`config.mk`:
```
export PLATFORM = sky130hd
export DESIGN_NAME = sdc_sleep_clock
export DESIGN_NICKNAME = d
export VERILOG_FILES = /design/src/rtl/sdc_divider.v /design/src/rtl/sdc_sleep_clock.v
export VERILOG_INCLUDE_DIRS = /design/src /design/src/rtl
export SDC_FILE = /design/constraint.sdc
export NUM_CORES = 1
export LEC_CHECK = 0
export BUFFER_PORTS_ARGS = -buffer_cell sky130_fd_sc_hd__buf_2
export CAP_MARGIN = 20
export CORE_UTILIZATION = 55
export CTS_CLUSTER_DIAMETER = 40
export CTS_CLUSTER_SIZE = 14
export DETAILED_ROUTE_END_ITERATION = 8
export PLACE_DENSITY = 0.75
export RECOVER_POWER = 50
export SYNTH_ARGS = -nofsm -noshare
export SYNTH_HDL_FRONTEND = slang
export SYNTH_SLANG_ARGS = --single-unit
```
`constraint.sdc`:
```
create_clock -name clk -period 7.3 [get_ports clk]
set_input_delay 1.46 -clock clk [delete_from_list [all_inputs] [get_ports clk]]
set_output_delay 1.46 -clock clk [all_outputs]
set_load 0.02 [all_outputs]
```
`src/rtl/sdc_consts.vh`:
```
// Register offsets, field positions, reset values and codes for the clock/sleep block
`ifndef SDC_CONSTS_VH
`define SDC_CONSTS_VH

// Register addresses on the plain register port
`define SDC_MISC_ADDR        8'h12
`define SDC_SLEEP_ADDR       8'h13

// Misc settings register fields
`define SDC_FAST_HI          4
`define SDC_FAST_LO          3
`define SDC_SENSE_BIT        2
`define SDC_SLOW_HI          1
`define SDC_SLOW_LO          0

// Sleep control register fields
`define SDC_SLEEP_EN_BIT     7
`define SDC_SDIV_HI          6
`define SDC_SDIV_LO          3
`define SDC_PIN_STS_BIT      2
`define SDC_PIN_FN_BIT       1
`define SDC_MISS_SEL_BIT     0

// Reset values
`define SDC_FAST_RST         2'h2
`define SDC_SLOW_RST         2'h0
`define SDC_SENSE_RST        1'h0
`define SDC_SDIV_RST         4'h0
`define SDC_PIN_FN_RST       1'h0
`define SDC_MISS_SEL_RST     1'h0

// Fast divider reserved code
`define SDC_FAST_RSVD        2'h3

// Divide ratios (width 11 bits)
`define SDC_RATIO_1          11'h001
`define SDC_RATIO_2          11'h002
`define SDC_RATIO_4          11'h004
`define SDC_RATIO_6          11'h006
`define SDC_RATIO_8          11'h008
`define SDC_RATIO_12         11'h00c
`define SDC_RATIO_16         11'h010
`define SDC_RATIO_64         11'h040
`define SDC_RATIO_128        11'h080
`define SDC_RATIO_256        11'h100
`define SDC_RATIO_1024       11'h400

`endif

```
`src/rtl/sdc_divider.v`:
```
// Glitch-free clock divider counting edges of a sampled base clock
`timescale 1ns/1ns
`include "sdc_consts.vh"

module sdc_divider (
  input  wire        clk,         // System clock
  input  wire        nrst,        // Async reset, active low
  input  wire        cen,         // Clock enable, freezes state when low
  input  wire        base_level,  // Synchronised base clock level
  input  wire        base_tick,   // One-cycle pulse on base rising edge
  input  wire [10:0] ratio,       // Requested divide ratio
  output reg         clk_out      // Divided clock
);

  reg [10:0] cnt;                 // Base edges within current period
  reg [10:0] cur;                 // Ratio in force this period

  ////////////////////////////////////////////////////////////////////////
  // Counter; new ratio only taken at a period boundary, no runt pulses
  always @(posedge clk or negedge nrst) begin
    if (!nrst) begin
      cnt     <= 11'h000;
      cur     <= `SDC_RATIO_1;
      clk_out <= 1'b0;
    end else if (cen) begin
      if (cur == `SDC_RATIO_1) begin
        // Pass-through: follow base, switch on a base edge
        clk_out <= base_level;
        if (base_tick) begin
          cur <= ratio;
          cnt <= 11'h000;
        end
      end else if (base_tick) begin
        if (cnt == cur - 11'h001) begin
          // Period boundary: load pending ratio
          cnt     <= 11'h000;
          cur     <= ratio;
          clk_out <= (ratio != `SDC_RATIO_1) ? 1'b1 : base_level;
        end else begin
          // High for first half, low for second half
          cnt     <= cnt + 11'h001;
          clk_out <= ((cnt + 11'h001) < {1'b0, cur[10:1]});
        end
      end
    end
  end

endmodule // sdc_divider

```
`src/rtl/sdc_sleep_clock.v`:
```
// Bus clock divider select and sleep mode control with register port
`timescale 1ns/1ns
`include "sdc_consts.vh"

// What this block does
// Fast field divides base by 2,4,6
// Base is oscillator if async, else doubled clock
// Slow field divides base by 2,4,6,8
// Slow setting during DRAM or sense zero
// No oscillator: sense bit reads pin level
// Oscillator attached: sense bit read/write selector
// Pin-function bit makes pin a sleep request
// Falling sleep-pin edge enters sleep
// Software writes one to enable sleep
// Sleep divides processor clock, gates oscillator
// Essential logic keeps its clock in sleep
// Software should halt after setting sleep
// Sleep divider alone sets processor clock
// Clearing enable bit leaves sleep
// Rising pin edge with select zero wakes
// Interrupt or reset ends sleep
// Waking restores routing and normal speed
// Hold request suspends the sleep divider
// After hold, resume sleep if still enabled
// Enable is bit seven, resets zero
// Sleep divider codes 1 to 1024
// Switching synchronised, only at period boundaries
// After interrupt stay awake until new request
module sdc_sleep_clock (
  input  wire       clk,                     // System clock, 10 MHz
  input  wire       nrst,                    // Async reset, active low
  input  wire       cen,                     // Clock enable
  input  wire [7:0] addr,                    // Register address
  input  wire [7:0] wdata,                   // Register write data
  input  wire       wr,                      // Write strobe
  input  wire       rd,                      // Read strobe
  output reg  [7:0] rdata,                   // Read data, cycle after rd
  input  wire       bus_oscillator_input,    // Bus oscillator pin
  input  wire       base_double_clock_input, // Base doubled clock pin
  input  wire       bus_osc_attached,        // Strap: oscillator fitted
  input  wire       bus_clock_sync,          // Strap: bus clock synchronised
  input  wire       sleep_pin_n,             // Shared sleep pin, active low
  input  wire       hold_request,            // Hold request, same clock
  input  wire       interrupt_request,       // Interrupt to device, same clock
  input  wire       dram_access,             // System DRAM cycle, same clock
  output wire       system_bus_clock,        // Divided bus clock
  output wire       processor_double_clock,  // Processor doubled clock
  output reg        nonessential_osc,        // Gated oscillator for idle logic
  output reg        essential_osc,           // Ungated oscillator, DMA/int/refresh
  output reg        sleep_active             // Sleep divider in force
);

  ////////////////////////////////////////////////////////////////////////
  // State codes
  localparam [1:0] ST_AWAKE   = 2'h0;        // Normal running
  localparam [1:0] ST_ASLEEP  = 2'h1;        // Sleep divider active
  localparam [1:0] ST_SUSPEND = 2'h2;        // Sleep held off by hold request

  ////////////////////////////////////////////////////////////////////////
  // Declarations
  reg  [4:0]  sync1;                         // First synchroniser stage
  reg  [4:0]  sync2;                         // Second synchroniser stage
  reg         osc_prev;                      // Oscillator edge detect
  reg         tclk_prev;                     // Base clock edge detect
  reg         pin_prev;                      // Sleep pin edge detect
  reg  [1:0]  fast_div;                      // Fast divider field
  reg  [1:0]  slow_div;                      // Slow divider field
  reg         sense_rw;                      // Stored sense bit
  reg         sleep_en;                      // Sleep enable bit
  reg  [3:0]  sleep_div;                     // Sleep divider field
  reg         pin_fn;                        // Pin acts as sleep input
  reg         miss_sel;                      // Sleep/miss select bit
  reg         hw_sleep;                      // Hardware sleep request
  reg  [1:0]  state;                         // Sleep state
  reg  [1:0]  next_state;                    // Next sleep state
  wire        osc_s;                         // Synced oscillator
  wire        tclk_s;                        // Synced base clock
  wire        attached_s;                    // Synced oscillator strap
  wire        sync_s;                        // Synced sync strap
  wire        pin_s;                         // Synced sleep pin
  wire        osc_tick;                      // Oscillator rising edge
  wire        tclk_tick;                     // Base clock rising edge
  wire        pin_fall;                      // Sleep pin falling edge
  wire        pin_rise;                      // Sleep pin rising edge
  wire        sense_eff;                     // Effective sense bit
  wire        bus_level;                     // Chosen bus base level
  wire        bus_tick;                      // Chosen bus base edge
  wire        sleep_want;                    // Any sleep request pending
  wire        sw_set;                        // Software writes enable one
  wire        sw_write;                      // Write to sleep register
  wire [10:0] bus_ratio;                     // Bus clock ratio
  wire [10:0] cpu_ratio;                     // Processor clock ratio
  wire [7:0]  misc_rd;                       // Misc register read value
  wire [7:0]  sleep_rd;                      // Sleep register read value

  ////////////////////////////////////////////////////////////////////////
  // Functions
  // Bus divider code to ratio, code 3 gives 8; reserved fast code mapped to 6 by the caller
  function [10:0] bus_div_ratio;
    input [1:0] code;
    begin
      case (code)
        2'h0:    bus_div_ratio = `SDC_RATIO_2;
        2'h1:    bus_div_ratio = `SDC_RATIO_4;
        2'h2:    bus_div_ratio = `SDC_RATIO_6;
        default: bus_div_ratio = `SDC_RATIO_8;
      endcase
    end
  endfunction

  // Sleep divider code to ratio, reserved codes divide by 1
  function [10:0] sleep_div_ratio;
    input [3:0] code;
    begin
      case (code)
        4'h1:    sleep_div_ratio = `SDC_RATIO_4;
        4'h2:    sleep_div_ratio = `SDC_RATIO_8;
        4'h3:    sleep_div_ratio = `SDC_RATIO_12;
        4'h4:    sleep_div_ratio = `SDC_RATIO_16;
        4'h5:    sleep_div_ratio = `SDC_RATIO_64;
        4'h6:    sleep_div_ratio = `SDC_RATIO_128;
        4'h7:    sleep_div_ratio = `SDC_RATIO_256;
        4'h8:    sleep_div_ratio = `SDC_RATIO_1024;
        default: sleep_div_ratio = `SDC_RATIO_1;
      endcase
    end
  endfunction

  ////////////////////////////////////////////////////////////////////////
  // Pin synchronisers, two flops before any use
  always @(posedge clk or negedge nrst) begin
    if (!nrst) begin
      sync1 <= 5'h1f;
      sync2 <= 5'h1f;
    end else if (cen) begin
      sync1 <= {sleep_pin_n, bus_clock_sync, bus_osc_attached,
                base_double_clock_input, bus_oscillator_input};
      sync2 <= sync1;
    end
  end

  assign osc_s      = sync2[0];
  assign tclk_s     = sync2[1];
  assign attached_s = sync2[2];
  assign sync_s     = sync2[3];
  assign pin_s      = sync2[4];

  // Edge detect registers on second stage only
  always @(posedge clk or negedge nrst) begin
    if (!nrst) begin
      osc_prev  <= 1'b1;
      tclk_prev <= 1'b1;
      pin_prev  <= 1'b1;
    end else if (cen) begin
      osc_prev  <= osc_s;
      tclk_prev <= tclk_s;
      pin_prev  <= pin_s;
    end
  end

  assign osc_tick  = osc_s & ~osc_prev;
  assign tclk_tick = tclk_s & ~tclk_prev;
  assign pin_fall  = pin_fn & pin_prev & ~pin_s;
  assign pin_rise  = pin_fn & ~miss_sel & ~pin_prev & pin_s;

  ////////////////////////////////////////////////////////////////////////
  // Register writes
  assign sw_write = wr & (addr == `SDC_SLEEP_ADDR);
  assign sw_set   = sw_write & wdata[`SDC_SLEEP_EN_BIT];

  always @(posedge clk or negedge nrst) begin
    if (!nrst) begin
      fast_div  <= `SDC_FAST_RST;
      slow_div  <= `SDC_SLOW_RST;
      sense_rw  <= `SDC_SENSE_RST;
      sleep_en  <= 1'b0;
      sleep_div <= `SDC_SDIV_RST;
      pin_fn    <= `SDC_PIN_FN_RST;
      miss_sel  <= `SDC_MISS_SEL_RST;
    end else if (cen) begin
      // Misc settings write
      if (wr && addr == `SDC_MISC_ADDR) begin
        fast_div <= wdata[`SDC_FAST_HI:`SDC_FAST_LO];
        slow_div <= wdata[`SDC_SLOW_HI:`SDC_SLOW_LO];
        if (attached_s)
          sense_rw <= wdata[`SDC_SENSE_BIT];
      end
      // Sleep control fields
      if (sw_write) begin
        sleep_div <= wdata[`SDC_SDIV_HI:`SDC_SDIV_LO];
        pin_fn    <= wdata[`SDC_PIN_FN_BIT];
        miss_sel  <= wdata[`SDC_MISS_SEL_BIT];
      end
      // Enable bit; a software set wins over an interrupt clear
      if (sw_set)
        sleep_en <= 1'b1;
      else if (sw_write || interrupt_request)
        sleep_en <= 1'b0;
    end
  end

  ////////////////////////////////////////////////////////////////////////
  // Hardware sleep request latch; new falling edge wins over clear
  always @(posedge clk or negedge nrst) begin
    if (!nrst) begin
      hw_sleep <= 1'b0;
    end else if (cen) begin
      if (pin_fall)
        hw_sleep <= 1'b1;
      else if (pin_rise || interrupt_request || !pin_fn)
        hw_sleep <= 1'b0;
    end
  end

  assign sleep_want = sleep_en | hw_sleep;

  ////////////////////////////////////////////////////////////////////////
  // Sleep state machine, advanced on base clock edges
  always @* begin
    next_state = state;
    case (state)
      ST_AWAKE: begin
        if (sleep_want && !hold_request)
          next_state = ST_ASLEEP;
      end
      ST_ASLEEP: begin
        if (!sleep_want)
          next_state = ST_AWAKE;
        else if (hold_request)
          next_state = ST_SUSPEND;
      end
      ST_SUSPEND: begin
        if (!sleep_want)
          next_state = ST_AWAKE;
        else if (!hold_request)
          next_state = ST_ASLEEP;
      end
      default: next_state = ST_AWAKE;
    endcase
  end

  always @(posedge clk or negedge nrst) begin
    if (!nrst) begin
      state        <= ST_AWAKE;
      sleep_active <= 1'b0;
    end else if (cen) begin
      if (tclk_tick) begin
        state        <= next_state;
        sleep_active <= (next_state == ST_ASLEEP);
      end
    end
  end

  ////////////////////////////////////////////////////////////////////////
  // Oscillator routing; essential path never gated
  always @(posedge clk or negedge nrst) begin
    if (!nrst) begin
      nonessential_osc <= 1'b0;
      essential_osc    <= 1'b0;
    end else if (cen) begin
      essential_osc    <= osc_s;
      nonessential_osc <= osc_s & ~sleep_active;
    end
  end

  ////////////////////////////////////////////////////////////////////////
  // Clock source and ratio selection
  assign sense_eff = attached_s ? sense_rw : osc_s;
  assign bus_level = sync_s ? tclk_s : osc_s;
  assign bus_tick  = sync_s ? tclk_tick : osc_tick;
  assign bus_ratio = (dram_access || !sense_eff) ?
                     bus_div_ratio(slow_div) :
                     ((fast_div == `SDC_FAST_RSVD) ? `SDC_RATIO_6 :
                      bus_div_ratio(fast_div));
  assign cpu_ratio = sleep_active ? sleep_div_ratio(sleep_div) :
                     `SDC_RATIO_1;

  // System bus clock divider
  sdc_divider u_bus_div (
    .clk        (clk),
    .nrst       (nrst),
    .cen        (cen),
    .base_level (bus_level),
    .base_tick  (bus_tick),
    .ratio      (bus_ratio),
    .clk_out    (system_bus_clock)
  );

  // Processor doubled clock divider
  sdc_divider u_cpu_div (
    .clk        (clk),
    .nrst       (nrst),
    .cen        (cen),
    .base_level (tclk_s),
    .base_tick  (tclk_tick),
    .ratio      (cpu_ratio),
    .clk_out    (processor_double_clock)
  );

  ////////////////////////////////////////////////////////////////////////
  // Register read, data valid only in cycle after strobe
  assign misc_rd  = {3'h0, fast_div, sense_eff, slow_div};
  assign sleep_rd = {sleep_en, sleep_div, pin_s, pin_fn, miss_sel};

  always @(posedge clk or negedge nrst) begin
    if (!nrst) begin
      rdata <= 8'h00;
    end else if (cen) begin
      if (rd && addr == `SDC_MISC_ADDR)
        rdata <= misc_rd;
      else if (rd && addr == `SDC_SLEEP_ADDR)
        rdata <= sleep_rd;
      else
        rdata <= 8'h00;                      // Unmapped or idle reads zero
    end
  end

endmodule // sdc_sleep_clock

```
# --- Yosys cells after proc, flatten, opt, wreduce, memory -nomap -nowiden ---
# Memories as Yosys holds them, arrays and structs flattened.
# Index checks and enable logic that the tools add are counted.
word_totals:
  regBits: 85
  latchBits: 0
  ram_bits: 0
  romBits: 128
  output_inout_bits: 13
  mem_count: 1
op_classes:
  n_addsub: 4
  multipliers: 0
  div: 0
  magnitude_cmp: 2
  n_eq_ne: 16
  shifts: 0
  n_mux: 44
  n_bitwise: 17
  n_reduce_logical: 31
memory_table:
  columns: ["memory", "words", "word_bits", "read_ports", "rd_clocked_by_memory_dff", "write_ports", "line", "rtl"]
  rows:
  - ["(no name shown)", 16, 8, 1, 0, 0, "sdc_sleep_clock.v:115", "case (code)"]
ops:
  columns: ["op", "n"]
  rows:
  - ["11-bit 2-to-1 mux", 19]
  - ["4-bit one-hot mux with 3 select lines", 2]
  - ["11-bit by 1-bit adder with 11-bit output, second input constant", 2]
  - ["11-bit by 1-bit equality test with 1-bit output, second input constant", 2]
  - ["11-bit equality test", 2]
  - ["11-bit by 10-bit less-than comparator with 1-bit output", 2]
  - ["11-bit by 1-bit inequality test with 1-bit output, second input constant", 2]
  - ["11-bit by 1-bit subtractor with 11-bit output, second input constant", 2]
  - ["8-bit by 5-bit equality test with 1-bit output, second input constant", 2]
  - ["8-bit 2-to-1 mux", 2]
  - ["2-bit AND reduction", 8]
  - ["1-bit 2-to-1 mux", 15]
  - ["2-bit nonzero test", 6]
  - ["1-bit bitwise AND", 10]
  - ["2-bit 2-to-1 mux", 5]
  - ["3-bit AND reduction", 3]
  - ["2-bit by 1-bit equality test with 1-bit output, second input constant", 4]
  - ["2-bit equality test, second input constant", 4]
  - ["2-bit zero test", 3]
  - ["1-bit NOT", 6]
  - ["2-bit one-hot mux with 3 select lines", 1]
  - ["1-bit logical AND", 4]
  - ["1-bit logical OR", 4]
  - ["1-bit zero test", 3]
  - ["1-bit OR", 1]

# --- Depth between registers and ports, before layout ---
# Gate-level depths: netlist of the first run.
depth:
  depth_word: 9
  mapped_depth: 10
  depth_no_buf: 10

# --- Cells and area by module ---
# Synthesis of the first run repeated with hierarchy kept, for this count alone.
hier_totals:
  cells_unflattened: 618
  area_unflattened_um2: 5813.1
by_module_without_submodules:
  columns: ["mod", "n_inst", "cells_each", "area_per_inst_um2", "seq_area_each_um2"]
  rows:
  - ["sdc_divider (u_bus_div)", 1, 257, 2102.0, 576.8]
  - ["sdc_sleep_clock", 1, 157, 1899.3, 993.5]
  - ["sdc_divider (u_cpu_div)", 1, 204, 1811.7, 576.8]

# --- Worst setup path before layout of the first run ---
# Ideal clock, no wire load.
synth_timing:
  path_type: "input port to flip-flop"
  start: "in cen"
  end: "reg rdata[2]"
  setup_time_ns: 0.125
  arrival_time_ns: 2.647
  t_required_ns: 7.175
  slack_ns: 4.528
  path_stages: 4
  cell_sequence: "clkbuf_1 clkbuf_1 buf_1 mux2_2"
synth_lines:
  columns: ["item", "line", "rtl"]
  rows:
  - ["start: declaration", "sdc_sleep_clock.v:32", "input wire cen,"]
  - ["end signal: assignment", "sdc_sleep_clock.v:310", "rdata <= misc_rd;"]
  - ["end signal: assignment", "sdc_sleep_clock.v:312", "rdata <= sleep_rd;"]
  - ["end: declaration", "sdc_sleep_clock.v:37", "output reg [7:0] rdata,"]
# No word-level cell between the ends.

==> results.py, run 1 <==
metrics = {
    "clocking": {
        "cts_tree": "built",
        "clk_pin_slew_worst_paths_ps": 80,
        "cts-root-buf": "clkbuf_8",
        "cts_made_buffers": 9,
        "cts_buffer_depth": 2,
        "ctsResizeCount": 0,
        "cts_setup_buffers": 0,
        "postCtsHoldBufs": 0,
        "numClockSinks": 75,
        "clk-insertion-delay-late_ps": 350,
        "htreeDepth": 3,
    },
    "global_routing": {
        "grt_overflow": 0,
        "track_usage_pct": 24.3,
        "grt_max_degree": 76,
        "antenna_found_initial": 0,
        "grt_pass1_wl_mm": 16.1,
        "grt_pass1_vias": 3439,
    },
    "floorplan": {
        "die-area_mm2": 0.00831,
        "die_y_um": 91.2,
        "rows": 32,
        "start_util_pct": 56.6,
        "io_pins": 42,
        "core_mm2": 0.00773,
        "die_x_um": 91.2,
    },
    "placed_design": {
        "gp_congestion": 0.883,
        "dp_hpwl_mm": 6.73,
        "place_ws_ps": 3470,
        "port_buffers": 41,
    },
    "cells_and_area": {
        "layout_commonest_cell": "dfrtp_1",
        "area_growth_pct": 9.93,
        "num_antenna_cells": 0,
        "drive_above_1_share_pct": 19.9,
        "final_cell_mix": "59 x dfrtp_1, 57 x nand2_1, 42 x o21ai_0",
        "final_nets": 548,
    },
    "min_path": {
        "hp-class": "register to register",
    },
    "worst_setup_path": {
        "end_kind": "asynchronous set/reset pin",
        "crit_family": "buffers and inverters",
        "required_ps": 6880,
        "startpoint_type": "input port",
        "cpMaxStageDelayCell": "clkbuf_1",
        "crit_arrival_ps": 4150,
        "worst-path-buf-inv": 1,
        "crit_fanout": 75,
        "crit_chain": "clkbuf_1",
        "slowest_delay_ps": 2640,
        "worst-setup-path-type": "input port to asynchronous set/reset pin",
    },
    "timing": {
        "worst_pin_slew_ps": 3820,
        "setup_tns_ps": 0,
        "period_share_pct": 62.6,
        "rsz0062_at_grt": "false",
        "max_freq_mhz": 219,
        "postLayoutSetupSlackWorst_ps": 2730,
        "hold_ws_ps": 476,
        "fin_crit_ps": 4570,
        "max-slew-margin-rel_pct": -155,
        "hold_viol": 0,
        "worst_clock_skew_ps": 9.75,
        "finalSetupViolCount": 0,
        "slew_violations": 119,
    },
    "synth": {
        "synth_area_mm2": 0.00437,
        "synth_cell_type_count": 55,
        "synthCells": 469,
        "synth_edf_count": 0,
        "syn_nets": 515,
        "yosysSeqAreaShare_pct": 43.4,
        "async_reset_ff_share_pct": 100,
        "ys_ff_latch": 75,
        "syn_avg_cell_area_um2": 9.33,
        "ys.flop_type": "dfrtp_1",
        "yosys_warnings": 0,
    },
    "power": {
        "p_per_area_mw_per_mm2": 226,
        "power_frac_comb_pct": 23.6,
        "clkPwrFrac_pct": 27.1,
        "p_int_mw": 0.712,
        "leakagePower_nw": 2.12,
        "pwr-share-seq_pct": 49.3,
        "switching_share_pct": 34.6,
        "vdd_drop_max_mv": 0.135,
        "p_sw_mw": 0.377,
    },
    "route": {
        "drtIter0Drc": 185,
        "num_vias": 3599,
        "routedWlPerCell_um": 15.5,
        "finalWirelength_mm": 9.44,
        "drc": 0,
        "viasPerCell": 5.91,
        "ant_nets": 0,
        "drt-pass1-iter-count": 5,
    },
    "flow_run": {
        "maxCapViolations": 2,
    },
    "outcome": {
        "violations": "capacitance limit, slew limit",
        "status": "finished, violations left",
    },
}
-- registers in the layout, indices dropped and copies added, names as in the netlist, 2 cells and up --
| register | flops |
|---|---|
| u_bus_div.cnt | 11 |
| sync2 | 5 |
| fast_div | 2 |
| u_cpu_div.cur | 8 |
| sleep_div | 4 |
| u_bus_div.cur | 4 |
| state | 2 |
| rdata | 8 |
| slow_div | 2 |
| sync1 | 5 |
| u_cpu_div.cnt | 11 |
-- synth_stat cells, drive strengths merged (5+ instances only) --
master	instances	area share, %
a21o	6	1.0
a21oi	10	1.4
a22o	8	1.6
a31oi	6	0.86
and2	5	0.72
clkbuf	17	1.5
dfrtp	59	34
dfstp	16	9.6
ha	17	4.9
inv	37	3.2
mux2	25	6.4
nand2	57	4.9
nand2b	9	1.3
nand3	17	1.9
nand4	8	1.1
nor2	26	2.2
nor3	8	0.92
nor4	7	1.4
o211ai	5	0.86
o21ai	43	4.9
o22ai	8	1.1
xnor2	11	2.2
xor2	12	2.4
-- power groups by stage --
stage          combinational [mW]  sequential (mW)  clock (mW)
2_1_floorplan               0.213            0.513           0
3_3_place_gp                0.249            0.540           0
3_5_place_dp                0.257            0.543           0
4_1_cts                     0.259            0.535       0.304
5_1_grt                     0.296            0.546       0.320
6_report                    0.257            0.537       0.295
-- path summary, 6_finish.rpt --
| check | from | end | slack [ps] | cells past startpoint |
|---|---|---|---|---|
| max in group clk | cen | u_cpu_div.cur[2]$_DFFE_PN0P_ | 3080 | 5 |
| hold / removal | osc_prev$_DFFE_PN1P_ | osc_prev$_DFFE_PN1P_ | 480 | 2 |
| setup / recovery | nrst | essential_osc$_DFFE_PN0P_ | 2730 | 1 |
| setup reg to reg | u_bus_div.cur[0]$_DFFE_PN1P_ | u_bus_div.cur[1]$_DFFE_PN0P_ | 4450 | 7 |
| min in group asynchronous | nrst | u_cpu_div.cnt[2]$_DFFE_PN0P_ | 2430 | 1 |
| hold reg to reg | osc_prev$_DFFE_PN1P_ | osc_prev$_DFFE_PN1P_ | 480 | 2 |
-- cell families after synthesis --
group	count (synthesis)	synth area share (%)
AND/OR/NAND/NOR	156	17.8
AO/OA/AOI/OAI	112	17.0
flip-flops	75	43.4
buffers and inverters	57	5.01
multiplexers	29	7.35
XOR/XNOR	23	4.61
adder cells (fa/ha/maj)	17	4.86
-- metrics by stage --
stage / cells / cell area [um2] / total power, mW / util [%]
after floorplan: 469 / 4370 / 0.726 / -
after global placement: 593 / 4640 / 0.789 / 60.0
after detailed placement: 593 / 4640 / 0.800 / 60.0
after CTS: 609 / 4810 / 1.10 / 62.3
after global routing: 609 / 4810 / 1.16 / 62.2
final: 609 / 4810 / 1.09 / 62.2
-- per-layer routing --
| layer | track usage [%] | vias to the layer above | share of wire, % |
|---|---|---|---|
| li1 | - | 1743 | - |
| met1 | 31.4 | 1760 | 46 |
| met2 | 41.7 | 85 | 49 |
| met3 | 4.52 | 11 | 3.6 |
| met4 | 7.14 | 0 | 1.0 |
| met5 | 0 | - | 0 |
-- layout make-up --
cell class | instances | area, um2
clock inverters | 6 | 48.8
fillers | 624 | 2920
flip-flops and latches | 75 | 1900
inverters | 37 | 139
well taps | 102 | 128
repair buffers | 42 | 210
multi-input cells | 337 | 2260
clock buffers | 10 | 128
Note: power is estimated with default switching activity, not from simulation.
==> run 2: changes to the inputs <==
==> constraint.sdc (replaced) <==
create_clock -name clk -period 4.32 [get_ports clk]
set_input_delay 0.864 -clock clk [delete_from_list [all_inputs] [get_ports clk]]
set_output_delay 0.864 -clock clk [all_outputs]
set_load 0.02 [all_outputs]
==> run 2 against run 1 <==
Effect of this change: the run still ends with capacitance limit, slew limit left; critical path type is now register to register; final cell count increased by 0.16%; die area unchanged; first-iteration DRC count increased by 40%; largest cell class unchanged; power increased by 70%; setup slack got worse by 1300 ps; clock-buffer cell count unchanged; non-clock buffer count increased by 1; sequential cell count unchanged; critical path depth increased by 7; clock skew increased by 4.4 ps.
==> results.py, run 2 (synthesized netlist as in run 1, its figures left out) <==
metrics = {
    "route": {
        "drc": 0,
        "drtIter0Drc": 259,
        "finalWirelength_mm": 9.45,
        "ant_nets": 0,
        "drt-pass1-iter-count": 5,
        "routedWlPerCell_um": 15.5,
        "viasPerCell": 5.92,
        "num_vias": 3614,
    },
    "timing": {
        "rsz0062_at_grt": "false",
        "finalSetupViolCount": 0,
        "max_freq_mhz": 351,
        "setup_tns_ps": 0,
        "hold_viol": 0,
        "max-slew-margin-rel_pct": -20.3,
        "slew_violations": 76,
        "fin_crit_ps": 2850,
        "worst_clock_skew_ps": 14.1,
        "period_share_pct": 66.0,
        "worst_pin_slew_ps": 1800,
        "hold_ws_ps": 471,
    },
    "global_routing": {
        "grt_max_degree": 76,
        "grt_pass1_vias": 3392,
        "track_usage_pct": 24.0,
        "antenna_found_initial": 0,
        "grt_pass1_wl_mm": 16.0,
        "grt_overflow": 0,
    },
    "floorplan": {
        "io_pins": 42,
        "die_x_um": 91.2,
        "start_util_pct": 56.6,
        "die_y_um": 91.2,
        "rows": 32,
        "die-area_mm2": 0.00831,
        "core_mm2": 0.00773,
    },
    "worst_setup_path": {
        "required_ps": 4600,
        "crit_fanout": 10,
        "end_kind": "register",
        "crit_arrival_ps": 3130,
        "worst-setup-path-type": "register to register",
        "startpoint_type": "register",
    },
    "clocking": {
        "cts_tree": "built",
        "cts-root-buf": "clkbuf_8",
        "cts_buffer_depth": 2,
        "cts_made_buffers": 9,
        "cts_setup_buffers": 0,
        "numClockSinks": 75,
        "postCtsHoldBufs": 0,
        "ctsResizeCount": 0,
        "clk_pin_slew_worst_paths_ps": 90,
        "clk-insertion-delay-late_ps": 350,
        "htreeDepth": 3,
    },
    "placed_design": {
        "dp_hpwl_mm": 6.74,
        "gp_congestion": 0.878,
        "port_buffers": 41,
        "place_area_mm2": 0.00464,
    },
    "power": {
        "power.total_mw": 1.85,
        "vdd_drop_max_mv": 0.216,
        "leakagePower_nw": 2.13,
        "p_per_area_mw_per_mm2": 384,
    },
    "cells_and_area": {
        "final_nets": 549,
        "layout_commonest_cell": "dfrtp_1",
        "drive_above_1_share_pct": 20.5,
        "area_growth_pct": 10.2,
        "final_cell_mix": "59 x dfrtp_1, 57 x nand2_1, 42 x o21ai_0",
        "final_cell_area_mm2": 0.00482,
        "top_regs": "u_bus_div.cnt x11, u_cpu_div.cnt x11",
        "num_antenna_cells": 0,
    },
    "outcome": {
        "violations": "capacitance limit, slew limit",
        "status": "finished, violations left",
    },
    "flow_run": {
        "maxCapViolations": 1,
    },
    "min_path": {
        "hp-class": "register to register",
    },
}
[run 2: worst max-delay path, cell delays in order, from the launching register on]
cell,delay [ps]
dfstp_2,600
inv_1,80
ha_1,300
xor2_1,120
o21ai_0,100
a2111o_1,410
or4_1,650
a21oi_4,290
a41o_1,210
[run 2: layout make-up]
cell class | instances | area, um2
clock buffers | 10 | 128
clock inverters | 6 | 48.8
fillers | 646 | 2910
inverters | 37 | 139
multi-input cells | 337 | 2260
flip-flops and latches | 75 | 1900
well taps | 102 | 128
repair buffers | 43 | 220
[run 2: path summary, 6_finish.rpt]
kind                                         startpoint                            to  slack, ps  depth (start not counted)
min in group asynchronous                          nrst  u_cpu_div.cnt[8]$_DFFE_PN0P_        990                          1
max in group asynchronous                          nrst  u_bus_div.cur[2]$_DFFE_PN0P_       2250                          1
min                                osc_prev$_DFFE_PN1P_          osc_prev$_DFFE_PN1P_        470                          2
max                        u_cpu_div.cur[0]$_DFFE_PN1P_  u_cpu_div.cur[4]$_DFFE_PN0P_       1470                          8
max reg2reg                u_cpu_div.cur[0]$_DFFE_PN1P_  u_cpu_div.cur[4]$_DFFE_PN0P_       1470                          8
min reg2reg                        osc_prev$_DFFE_PN1P_          osc_prev$_DFFE_PN1P_        470                          2
[run 2: report_power, final]
group	switching [mW]	leakage, nW	internal (mW)
clock network	0.284	0.0795	0.214
logic	0.244	1.15	0.200
registers	0.113	0.907	0.793
total	0.641	2.13	1.21
[run 2: stage by stage]
stage / util (%) / setup WS, ps / cells
global placement: 60.1 / 1540 / 594
CTS: 62.4 / 1500 / 610
finish: 62.4 / 1470 / 610
floorplan: - / 1850 / 469
detailed placement: 60.1 / 1430 / 594
global route: 62.4 / 1340 / 610
[run 2: metal layers]
metal,GRT usage (%),vias to the layer above,part of all wire (%)
met5,0,-,0
li1,-,1742,-
met1,31.8,1757,46
met2,39.6,105,48
met4,7.14,0,1.0
met3,5.28,10,5.2
